**src/rtl/core_irq_regs.svh**
```systemverilog
// Offsets, bit positions, reset values and timing counts of the mask block
`ifndef CORE_IRQ_REGS_SVH
`define CORE_IRQ_REGS_SVH

// Register byte offsets
`define CIRQ_OFF_MASK    8'h00
`define CIRQ_OFF_LATCH   8'h04
`define CIRQ_OFF_PEND    8'h08
`define CIRQ_OFF_CORE_TIMER_COUNT  8'h0C
`define CIRQ_OFF_PERIOD  8'h10
`define CIRQ_OFF_AUX     8'h14

// Source bit positions in mask, latch and request vectors
`define CIRQ_BIT_EMU     0
`define CIRQ_BIT_RST     1
`define CIRQ_BIT_RSVD    2
`define CIRQ_BIT_PARITY  3
`define CIRQ_BIT_OPCODE  4
`define CIRQ_BIT_CIRC7   5
`define CIRQ_BIT_INCOND  6
`define CIRQ_BIT_STACK   7
`define CIRQ_BIT_ADDR    8
`define CIRQ_BIT_FILT3   9
`define CIRQ_BIT_FILT4   10
`define CIRQ_BIT_TMRHI   11
`define CIRQ_BIT_TMRLO   12

// Auxiliary register fields
`define CIRQ_AUX_LOMASK  0
`define CIRQ_AUX_LOLATCH 1

// Reset values and fixed bit classes
`define CIRQ_MASK_RST    13'h0000
`define CIRQ_MASK_RO     13'h0003
`define CIRQ_MASK_RW     13'h1FF8
`define CIRQ_CORE_TIMER_COUNT_RST  32'h0000_0000
`define CIRQ_PERIOD_RST  32'h0000_0000

// Timer decrements once every this many clocks
`define CIRQ_TICK_DIV    4

`endif

```
**src/rtl/core_irq_pkg.sv**
```systemverilog
// Shared types of the core interrupt mask block
package core_irq_pkg;
    typedef logic [12:0] irq_vec_t;
    typedef logic [31:0] word_t;
endpackage : core_irq_pkg

```
**src/rtl/latch_if.sv**
```systemverilog
// Set, clear and flag bundle between the mask block and its latch bank
`timescale 1ns/10ps
interface latch_if #(parameter int W = 13);
    logic [W-1:0] set;
    logic [W-1:0] clr;
    logic [W-1:0] flags;
    modport owner (input set, input clr, output flags);
    modport user  (output set, output clr, input flags);
endinterface : latch_if

```
**src/rtl/tick_divider.sv**
```systemverilog
// One-cycle enable pulse every DIV clocks
`timescale 1ns/10ps
module tick_divider #(
    parameter int DIV = 4
) (
    // Clock and reset
    input  wire logic clk,
    input  wire logic srst,
    // Enable out
    output logic      tick
);
    localparam int CW = (DIV > 1) ? $clog2(DIV) : 1;
    logic [CW-1:0] count;

    generate
        if (DIV < 1) begin : g_bad_div
            $error("tick_divider: DIV must be at least 1");
        end
    endgenerate

    always_ff @(posedge clk) begin
        if (srst) begin
            count <= '0;
            tick  <= 1'b0;
        end else if (count == CW'(DIV - 1)) begin
            count <= '0;
            tick  <= 1'b1;
        end else begin
            count <= count + 1'b1;
            tick  <= 1'b0;
        end
    end
endmodule : tick_divider

```
**src/rtl/irq_latch_bank.sv**
```systemverilog
// Sticky pending flags, set wins over write-one-to-clear
`timescale 1ns/10ps
module irq_latch_bank #(
    parameter int           W    = 13,
    parameter logic [W-1:0] IMPL = '1
) (
    // Clock and reset
    input  wire logic clk,
    input  wire logic srst,
    // Flag bundle
    latch_if.owner    lat
);
    generate
        if (W < 1) begin : g_bad_w
            $error("irq_latch_bank: W must be at least 1");
        end
    endgenerate

    // Unbuilt bits never set, so they always read zero
    always_ff @(posedge clk) begin
        if (srst) begin
            lat.flags <= '0;
        end else begin
            lat.flags <= ((lat.flags & ~lat.clr) | lat.set) & IMPL;
        end
    end
endmodule : irq_latch_bank

```
**src/rtl/core_interrupt_mask_low.sv**
```systemverilog
// Lower interrupt mask, latch, core timer and APB slave of the core
//
// Summary of operation
// Mask bit 11 blocks the high-priority timer expiry when 0, passes it when 1; the code gates irq_request with it, not timer_expiry_high_irq.
// The high-priority timer request is raised when the timer count decrements to zero.
// One timer expiry requests both the high and the low timer interrupt, each behind its own mask; the timer pulse outputs here are not masked.
// Software should unmask only the timer expiry interrupt of the priority it wants.
// Mask bit 10 gates the fourth filter channel done request, present only when built.
// Mask bit 9 gates the third filter channel done request, present only when built.
// Mask bit 8 gates the illegal address space request.
// Mask bit 7 gates the sequencer stack overflow request.
// A stack overflow request is raised whenever any sequencer stack is full.
// Mask bit 6 gates the illegal input condition request.
// Mask bit 5 gates the circular buffer seven overflow request.
// Mask bit 4 gates the illegal opcode request.
// Mask bit 3 gates the level-one parity error request.
// Mask bit 1 is the read-only reset interrupt bit; reset is never masked.
// Mask bit 0 is the read-only emulator interrupt bit; emulator is never masked.
// The latch records a request while masked; it is taken once unmasked.
// Mask bit 2 is reserved: it reads zero and ignores writes.
//
// Chosen here: the APB slave port and the placing of the registers.
`timescale 1ns/10ps
`include "core_irq_regs.svh"
module core_interrupt_mask_low #(
    parameter int   NUM_STACKS  = 3,
    parameter bit   HAS_FILT3   = 1'b1,
    parameter bit   HAS_FILT4   = 1'b1,
    parameter int   TICK_DIV    = `CIRQ_TICK_DIV
) (
    // Clock and reset
    input  wire logic                  clk,
    input  wire logic                  srst,
    // APB slave
    input  wire logic [7:0]            paddr,
    input  wire logic                  psel,
    input  wire logic                  penable,
    input  wire logic                  pwrite,
    input  wire logic [31:0]           pwdata,
    input  wire logic [3:0]            pstrb,
    output logic [31:0]                prdata,
    output logic                       pready,
    output logic                       pslverr,
    // Core event sources
    input  wire logic                  emulator_irq,
    input  wire logic                  reset_irq,
    input  wire logic                  l1_parity_error_irq,
    input  wire logic                  bad_opcode_irq,
    input  wire logic                  circ_buffer_seven_irq,
    input  wire logic                  bad_input_condition_irq,
    input  wire logic [NUM_STACKS-1:0] seq_stack_full,
    input  wire logic                  bad_address_irq,
    input  wire logic                  third_filter_done_irq,
    input  wire logic                  fourth_filter_done_irq,
    // To sequencer priority logic
    output core_irq_pkg::irq_vec_t     irq_request,
    output logic                       irq,
    output logic                       timer_expiry_high_irq,
    output logic                       timer_expiry_low_irq
);
    localparam core_irq_pkg::irq_vec_t FILT_OFF =
        core_irq_pkg::irq_vec_t'(
            ({12'h000, ~HAS_FILT3} << `CIRQ_BIT_FILT3) |
            ({12'h000, ~HAS_FILT4} << `CIRQ_BIT_FILT4));
    // Bits that exist in this build
    localparam core_irq_pkg::irq_vec_t IMPL =
        (`CIRQ_MASK_RW | `CIRQ_MASK_RO) & ~FILT_OFF;

    generate
        if (NUM_STACKS < 1) begin : g_bad_stacks
            $error("core_interrupt_mask_low: NUM_STACKS must be >= 1");
        end
    endgenerate

    core_irq_pkg::irq_vec_t mask_rw;
    core_irq_pkg::irq_vec_t mask_eff;
    core_irq_pkg::irq_vec_t next_set;
    core_irq_pkg::irq_vec_t next_clr;
    core_irq_pkg::word_t    core_timer_count;
    core_irq_pkg::word_t    timer_period;
    core_irq_pkg::word_t    rd_data;
    core_irq_pkg::word_t    wr_data;
    core_irq_pkg::word_t    mask_merged;
    logic                   addr_ok;
    logic                   access;
    logic                   xfer;
    logic                   wr_mask;
    logic                   wr_latch;
    logic                   wr_core_timer_count;
    logic                   wr_period;
    logic                   wr_aux;
    logic                   tick;
    logic                   expiry;

    latch_if #(.W(13)) lat ();

    tick_divider #(.DIV(TICK_DIV)) u_tick (
        .clk  (clk),
        .srst (srst),
        .tick (tick)
    );

    irq_latch_bank #(.W(13), .IMPL(IMPL)) u_latch (
        .clk  (clk),
        .srst (srst),
        .lat  (lat)
    );

    // APB: one wait state, so read data and error come from flops
    assign access = psel & penable;
    assign xfer   = access & pready;

    always_ff @(posedge clk) begin
        if (srst) begin
            pready <= 1'b0;
        end else begin
            pready <= access & ~pready;
        end
    end

    always_ff @(posedge clk) begin
        if (srst) begin
            prdata  <= 32'h0000_0000;
            pslverr <= 1'b0;
        end else if (access & ~pready) begin
            prdata  <= pwrite ? 32'h0000_0000 : rd_data;
            pslverr <= ~addr_ok;
        end else begin
            pslverr <= 1'b0;
        end
    end

    // Byte-lane merge of write data into the addressed register
    function automatic core_irq_pkg::word_t merge(
        input core_irq_pkg::word_t old_v,
        input core_irq_pkg::word_t new_v,
        input logic [3:0]          strb
    );
        core_irq_pkg::word_t r;
        r = old_v;
        for (int i = 0; i < 4; i++) begin
            if (strb[i]) begin
                r[8*i +: 8] = new_v[8*i +: 8];
            end
        end
        return r;
    endfunction : merge

    always_comb begin
        rd_data = 32'h0000_0000;
        addr_ok = 1'b1;
        if (paddr == `CIRQ_OFF_MASK) begin
            rd_data = {20'h00000, mask_eff[11:0]};
        end else if (paddr == `CIRQ_OFF_LATCH) begin
            rd_data = {20'h00000, lat.flags[11:0]};
        end else if (paddr == `CIRQ_OFF_PEND) begin
            rd_data = {19'h00000, lat.flags & mask_eff};
        end else if (paddr == `CIRQ_OFF_CORE_TIMER_COUNT) begin
            rd_data = core_timer_count;
        end else if (paddr == `CIRQ_OFF_PERIOD) begin
            rd_data = timer_period;
        end else if (paddr == `CIRQ_OFF_AUX) begin
            rd_data = {30'h00000000, lat.flags[`CIRQ_BIT_TMRLO],
                       mask_rw[`CIRQ_BIT_TMRLO]};
        end else begin
            addr_ok = 1'b0;
        end
    end

    // Writes land only at the edge that completes the transfer
    assign wr_data   = merge(32'h0000_0000, pwdata, pstrb);
    assign mask_merged = merge({20'h00000, mask_rw[11:0]}, pwdata, pstrb);
    assign wr_mask   = xfer & pwrite & (paddr == `CIRQ_OFF_MASK);
    assign wr_latch  = xfer & pwrite & (paddr == `CIRQ_OFF_LATCH);
    assign wr_core_timer_count = xfer & pwrite & (paddr == `CIRQ_OFF_CORE_TIMER_COUNT);
    assign wr_period = xfer & pwrite & (paddr == `CIRQ_OFF_PERIOD);
    assign wr_aux    = xfer & pwrite & (paddr == `CIRQ_OFF_AUX);

    // Mask register: read-only and reserved bits never store
    always_ff @(posedge clk) begin
        if (srst) begin
            mask_rw <= `CIRQ_MASK_RST;
        end else if (wr_mask) begin
            mask_rw <= {mask_rw[12], mask_merged[11:0]} & `CIRQ_MASK_RW;
        end else if (wr_aux && pstrb[0]) begin
            mask_rw[`CIRQ_BIT_TMRLO] <= pwdata[`CIRQ_AUX_LOMASK];
        end
    end

    // Reset and emulator always pass; absent filter bits stay zero
    assign mask_eff = ((mask_rw & `CIRQ_MASK_RW) | `CIRQ_MASK_RO)
                      & IMPL;

    // Core timer: a tick at count one expires and loads the period in place of zero
    always_ff @(posedge clk) begin
        if (srst) begin
            core_timer_count <= `CIRQ_CORE_TIMER_COUNT_RST;
        end else if (wr_core_timer_count) begin
            core_timer_count <= merge(core_timer_count, pwdata, pstrb);
        end else if (expiry) begin
            core_timer_count <= timer_period;
        end else if (tick && core_timer_count != 32'h0000_0000) begin
            core_timer_count <= core_timer_count - 32'h0000_0001;
        end
    end

    always_ff @(posedge clk) begin
        if (srst) begin
            timer_period <= `CIRQ_PERIOD_RST;
        end else if (wr_period) begin
            timer_period <= merge(timer_period, pwdata, pstrb);
        end
    end

    assign expiry = tick & ~wr_core_timer_count &
                    (core_timer_count == 32'h0000_0001);

    // Event sources into the latch; set wins over a same-cycle clear
    always_comb begin
        next_set = '0;
        next_set[`CIRQ_BIT_EMU]    = emulator_irq;
        next_set[`CIRQ_BIT_RST]    = reset_irq;
        next_set[`CIRQ_BIT_PARITY] = l1_parity_error_irq;
        next_set[`CIRQ_BIT_OPCODE] = bad_opcode_irq;
        next_set[`CIRQ_BIT_CIRC7]  = circ_buffer_seven_irq;
        next_set[`CIRQ_BIT_INCOND] = bad_input_condition_irq;
        next_set[`CIRQ_BIT_STACK]  = |seq_stack_full;
        next_set[`CIRQ_BIT_ADDR]   = bad_address_irq;
        next_set[`CIRQ_BIT_FILT3]  = third_filter_done_irq;
        next_set[`CIRQ_BIT_FILT4]  = fourth_filter_done_irq;
        next_set[`CIRQ_BIT_TMRHI]  = expiry;
        next_set[`CIRQ_BIT_TMRLO]  = expiry;
    end

    always_comb begin
        next_clr = '0;
        if (wr_latch) begin
            next_clr[11:0] = wr_data[11:0];
        end
        if (wr_aux) begin
            next_clr[`CIRQ_BIT_TMRLO] = wr_data[`CIRQ_AUX_LOLATCH];
        end
    end

    // Latched even while masked, so nothing is lost
    assign lat.set = next_set;
    assign lat.clr = next_clr;

    // Requests to the sequencer: latch gated by mask
    always_ff @(posedge clk) begin
        if (srst) begin
            irq_request <= '0;
            irq         <= 1'b0;
        end else begin
            irq_request <= lat.flags & mask_eff;
            irq         <= |(lat.flags & mask_eff);
        end
    end

    always_ff @(posedge clk) begin
        if (srst) begin
            timer_expiry_high_irq <= 1'b0;
            timer_expiry_low_irq  <= 1'b0;
        end else begin
            timer_expiry_high_irq <= expiry;
            timer_expiry_low_irq  <= expiry;
        end
    end

    // Checks
    a_timer_high_gate: assert property (
        @(posedge clk) disable iff (srst)
        !mask_rw[`CIRQ_BIT_TMRHI] |=> !irq_request[`CIRQ_BIT_TMRHI])
        else $error("timer high request passed while masked");

    a_timer_zero_event: assert property (
        @(posedge clk) disable iff (srst)
        (tick && !wr_core_timer_count && core_timer_count == 32'h0000_0001)
        |=> lat.flags[`CIRQ_BIT_TMRHI])
        else $error("timer reached zero without latching");

    a_timer_both_pulses: assert property (
        @(posedge clk) disable iff (srst)
        expiry |=> timer_expiry_high_irq && timer_expiry_low_irq
                   && lat.flags[`CIRQ_BIT_TMRLO])
        else $error("timer expiry did not raise both requests");

    a_filter_absent: assert property (
        @(posedge clk) disable iff (srst)
        !HAS_FILT4 |-> !lat.flags[`CIRQ_BIT_FILT4]
                       && !mask_eff[`CIRQ_BIT_FILT4])
        else $error("absent fourth filter bit is live");

    a_stack_any_full: assert property (
        @(posedge clk) disable iff (srst)
        (|seq_stack_full) |=> ##1 irq_request[`CIRQ_BIT_STACK]
                               == $past(mask_eff[`CIRQ_BIT_STACK]))
        else $error("stack full not latched into request");

    a_stack_gate: assert property (
        @(posedge clk) disable iff (srst)
        irq_request[`CIRQ_BIT_STACK] |-> $past(mask_rw[`CIRQ_BIT_STACK]))
        else $error("stack request passed while masked");

    a_reset_unmasked: assert property (
        @(posedge clk) disable iff (srst)
        reset_irq |=> ##1 irq_request[`CIRQ_BIT_RST] && irq)
        else $error("reset interrupt was masked");

    a_emu_unmasked: assert property (
        @(posedge clk) disable iff (srst)
        emulator_irq |=> ##1 irq_request[`CIRQ_BIT_EMU] && irq)
        else $error("emulator interrupt was masked");

    a_latch_while_masked: assert property (
        @(posedge clk) disable iff (srst)
        (bad_opcode_irq && !mask_rw[`CIRQ_BIT_OPCODE])
        |=> lat.flags[`CIRQ_BIT_OPCODE])
        else $error("masked event was not latched");

    a_taken_on_unmask: assert property (
        @(posedge clk) disable iff (srst)
        (lat.flags[`CIRQ_BIT_OPCODE] && !next_clr[`CIRQ_BIT_OPCODE]
         && $rose(mask_rw[`CIRQ_BIT_OPCODE])) |=> irq)
        else $error("latched event not taken after unmask");

    a_reserved_read: assert property (
        @(posedge clk) disable iff (srst)
        (xfer && !pwrite && paddr == `CIRQ_OFF_MASK)
        |-> prdata[2:0] == 3'h3)
        else $error("mask read shows wrong fixed bits");

    a_set_wins_clear: assert property (
        @(posedge clk) disable iff (srst)
        (circ_buffer_seven_irq && next_clr[`CIRQ_BIT_CIRC7])
        |=> lat.flags[`CIRQ_BIT_CIRC7])
        else $error("clear beat a same-cycle event");

    a_apb_wait_one: assert property (
        @(posedge clk) disable iff (srst)
        (psel && !penable) ##1 (psel && penable) |-> !pready ##1 pready)
        else $error("APB answer not after one wait state");

    c_timer_expiry: cover property (
        @(posedge clk) disable iff (srst) expiry);
    c_masked_then_taken: cover property (
        @(posedge clk) disable iff (srst)
        !irq ##1 lat.flags[`CIRQ_BIT_PARITY] ##[1:20] irq);
    c_w1c_clear: cover property (
        @(posedge clk) disable iff (srst)
        lat.flags[`CIRQ_BIT_ADDR] && next_clr[`CIRQ_BIT_ADDR]);
    c_bad_address: cover property (
        @(posedge clk) disable iff (srst) xfer && pslverr);
endmodule : core_interrupt_mask_low

```
**config.mk**
```make
export PLATFORM = sky130hd
export DESIGN_NAME = core_interrupt_mask_low
export DESIGN_NICKNAME = d
export VERILOG_FILES = /design/src/rtl/core_irq_pkg.sv /design/src/rtl/latch_if.sv /design/src/rtl/tick_divider.sv /design/src/rtl/irq_latch_bank.sv /design/src/rtl/core_interrupt_mask_low.sv
export VERILOG_INCLUDE_DIRS = /design/src /design/src/rtl
export SDC_FILE = /design/constraint.sdc
export NUM_CORES = 1
export LEC_CHECK = 0
export ABC_AREA = 1
export BUFFER_PORTS_ARGS = -buffer_cell sky130_fd_sc_hd__buf_4
export CORE_AREA = 2 2 160 162
export CTS_CLUSTER_SIZE = 28
export DETAILED_ROUTE_END_ITERATION = 10
export DIE_AREA = 0 0 162 164
export PLACE_DENSITY = 0.49
export SETUP_SLACK_MARGIN = 0.2
export SLEW_MARGIN = 40
export SYNTH_ARGS = -nofsm -noshare
export SYNTH_HDL_FRONTEND = slang
export SYNTH_HIERARCHICAL = 1
export SYNTH_SLANG_ARGS = --single-unit
```
**constraint.sdc**
```tcl
create_clock -name clk -period 1.7 [get_ports clk]
set_clock_uncertainty 0.1 [all_clocks]
set_input_delay 0.34 -clock clk [delete_from_list [all_inputs] [get_ports clk]]
set_output_delay 0.34 -clock clk [all_outputs]
set_load 0.05 [all_outputs]
```
==> impl_metrics.env <==
export IMPL_ir_drop_mv=0.579
export IMPL_power_density_mw_per_mm2=786
export IMPL_drt_wl_total_mm=29.5
export IMPL_clkLatencyLatePin_ns=0.43
export IMPL_place_hpwl_mm=21.3
export IMPL_min_path_type="input port to flop"
export IMPL_finalSetupViolCount=40
export IMPL_antenna_cells=0
export IMPL_synth_area_mm2=0.00735
export IMPL_fin_crit_sh_pct=110
export IMPL_drive_gt1_share_pct=43.2
export IMPL_cts_sinks=137
export IMPL_grt_remaining_overflow=0
export IMPL_postCtsHoldBufs=0
export IMPL_violations="setup timing"
export IMPL_cts_tree="done"
export IMPL_switchingPower_mw=3.10
export IMPL_grt_pass1_vias=8522
export IMPL_dp_slack_ns=-0.362
export IMPL_max_cap_violations=0
export IMPL_drv_slew=0
export IMPL_num_io_pins=111
export IMPL_cts_max_level=4
export IMPL_worstPathArrival_ns=2.10
export IMPL_antenna_found_initial=0
export IMPL_period_needed_ns=1.88
export IMPL_syn_inst=1152
export IMPL_grt_max_degree=67
export IMPL_rsz0062_at_grt="true"
export IMPL_status="complete, but fails checks"
export IMPL_fin_nets=1507
export IMPL_cp_end_kind="flop"
export IMPL_netSwitchingFraction_pct=32.7
export IMPL_num_vias=8650
export IMPL_wl_per_cell_um=16.5
export IMPL_avgSynthCellArea_um2=6.38
export IMPL_total_power_mw=9.49
export IMPL_p_leak_nw=5.43
export IMPL_die_w_um=162
export IMPL_dieHeight_um=164
export IMPL_seqPwrFrac_pct=34.9
export IMPL_clockPowerShare_pct=39.8
export IMPL_antenna_left=0
export IMPL_dieArea_mm2=0.0266
export IMPL_setup_ws_ns=-0.177
export IMPL_vias_per_cell=4.84
export IMPL_drc=0
export IMPL_floorplan_core_area_mm2=0.0248
export IMPL_cts_buffers=17
export IMPL_fin_setup_tns_ns=-4.99
export IMPL_first_iter_violations=427
export IMPL_worstSetupStartpointType="flop"
export IMPL_gp_congestion=0.886
export IMPL_worstSetupPathType="flop to flop"
export IMPL_fill_cells=2529
export IMPL_cts_reportedPaths_clkPinSlew_ns=0.07
export IMPL_final_hold_viol_count=0
export IMPL_yosys_warnings=6
export IMPL_first_pass_iters=5
export IMPL_synth_fp_nets=1216
export IMPL_io_buffers=109
export IMPL_pwr_share_comb_pct=25.3
export IMPL_syn2layout_area_growth_pct=64.1
export IMPL_crit_required_ns=1.92
export IMPL_intPower_mw=6.39
export IMPL_start_util_pct=29.6
export IMPL_cts_root_buffer="clkbuf_16"
export IMPL_cp_max_fo=8
export IMPL_max_freq_ghz=0.533
export IMPL_rows=58
export IMPL_grt_pass1_wl_mm=45.3
export IMPL_cts_buffer_depth=2
export IMPL_grt_usage_pct=22.3
metal layers:
| metal | vias to the layer above | part of all wire [%] | GRT usage (%) |
|---|---|---|---|
| met5 | - | 0 | 0 |
| met3 | 67 | 3.9 | 3.36 |
| met1 | 4065 | 41 | 26.3 |
| li1 | 4293 | - | - |
| met2 | 225 | 50 | 39.5 |
| met4 | 0 | 4.3 | 10.7 |
stage by stage:
stage / hold slack (ns) / utilization (%) / cells / cell area (µm²)
floorplan: 0.297 / - / 1152 / 7590
global placement: 0.311 / 39.7 / 1707 / 9860
detailed placement: 0.316 / 39.7 / 1707 / 9860
CTS: 0.0377 / 46.1 / 1771 / 11400
global route: 0.0486 / 48.6 / 1786 / 12100
finish: 0.0376 / 48.6 / 1786 / 12100
flip-flops by register name (all words and copies together), names as in the netlist:
name and count:
timer_expiry_low_irq 1, irq 1, timer_period 32, core_timer_count 32
u_latch/lat.flags 12, pslverr 1, irq_request 12, mask_rw 10
u_tick/tick 1, pready 1, prdata 32, u_tick/count 2
layout by cell type (no fill, tap or decap), drive strengths merged, types with 2 or more instances in the layout:
cell type,n
buf,317
nand2,302
a21oi,163
nor2,155
inv,150
dfxtp,137
o21ai,88
nand3,39
nor3,19
o22ai,18
clkbuf,18
nand4,12
xor2,7
clkinv,7
o211ai,3
or2,3
ha,3
o221ai,2
nor3b,2
conb,2
critical path, stage by stage, from the launching register on:
cell and delay (ns):
dfxtp_1 0.32, nor2_2 0.17, nand2_2 0.09, nor2_4 0.14, nand2_4 0.09, nor2_4 0.22, nor2_4 0.07, nand2_8 0.12
buf_12 0.14, nand2_8 0.09, a21oi_2 0.14, a21oi_2 0.06
worst paths after layout:
kind | start | endpoint | slack, ns | cells past startpoint
max | core_timer_count[21]$_SDFFE_PP0P_ | core_timer_count[29]$_SDFFE_PP0P_ | -0.18 | 11
min | l1_parity_error_irq | u_latch/lat.flags[3]$_SDFF_PP0_ | 0.04 | 3
max reg2reg | core_timer_count[21]$_SDFFE_PP0P_ | core_timer_count[29]$_SDFFE_PP0P_ | -0.18 | 11
min reg2reg | u_tick/count[0]$_SDFF_PP0_ | u_tick/count[0]$_SDFF_PP0_ | 0.33 | 1
timing repair:
item | in CTS | in global routing
gates cloned | 8 | 3
endpoints found under the setup margin | 105 | 109
pin swaps | 48 | 50
setup buffers | 24 | 12
resized for setup | 213 | 147
layout make-up:
| cell class | instances | area [µm²] | area share, % |
|---|---|---|---|
| well taps | 330 | 413 | 3.42 |
| flip-flops and latches | 137 | 2760 | 22.9 |
| multi-input cells | 825 | 4940 | 40.9 |
| clock buffers | 17 | 425 | 3.53 |
| clock inverters | 15 | 155 | 1.29 |
| inverters | 144 | 586 | 4.85 |
| repair buffers | 318 | 2790 | 23.1 |
power by group through the flow:
stage / Sequential [mW] / Clock, mW / Combinational (mW)
final: 3.31 / 3.78 / 2.40
after global routing: 3.32 / 3.95 / 2.66
after CTS: 3.31 / 3.85 / 2.29
after detailed placement: 3.38 / 0 / 2.07
after global placement: 3.38 / 0 / 2.07
after floorplan: 3.40 / 0 / 1.18
(Power assumes the default switching activity.)
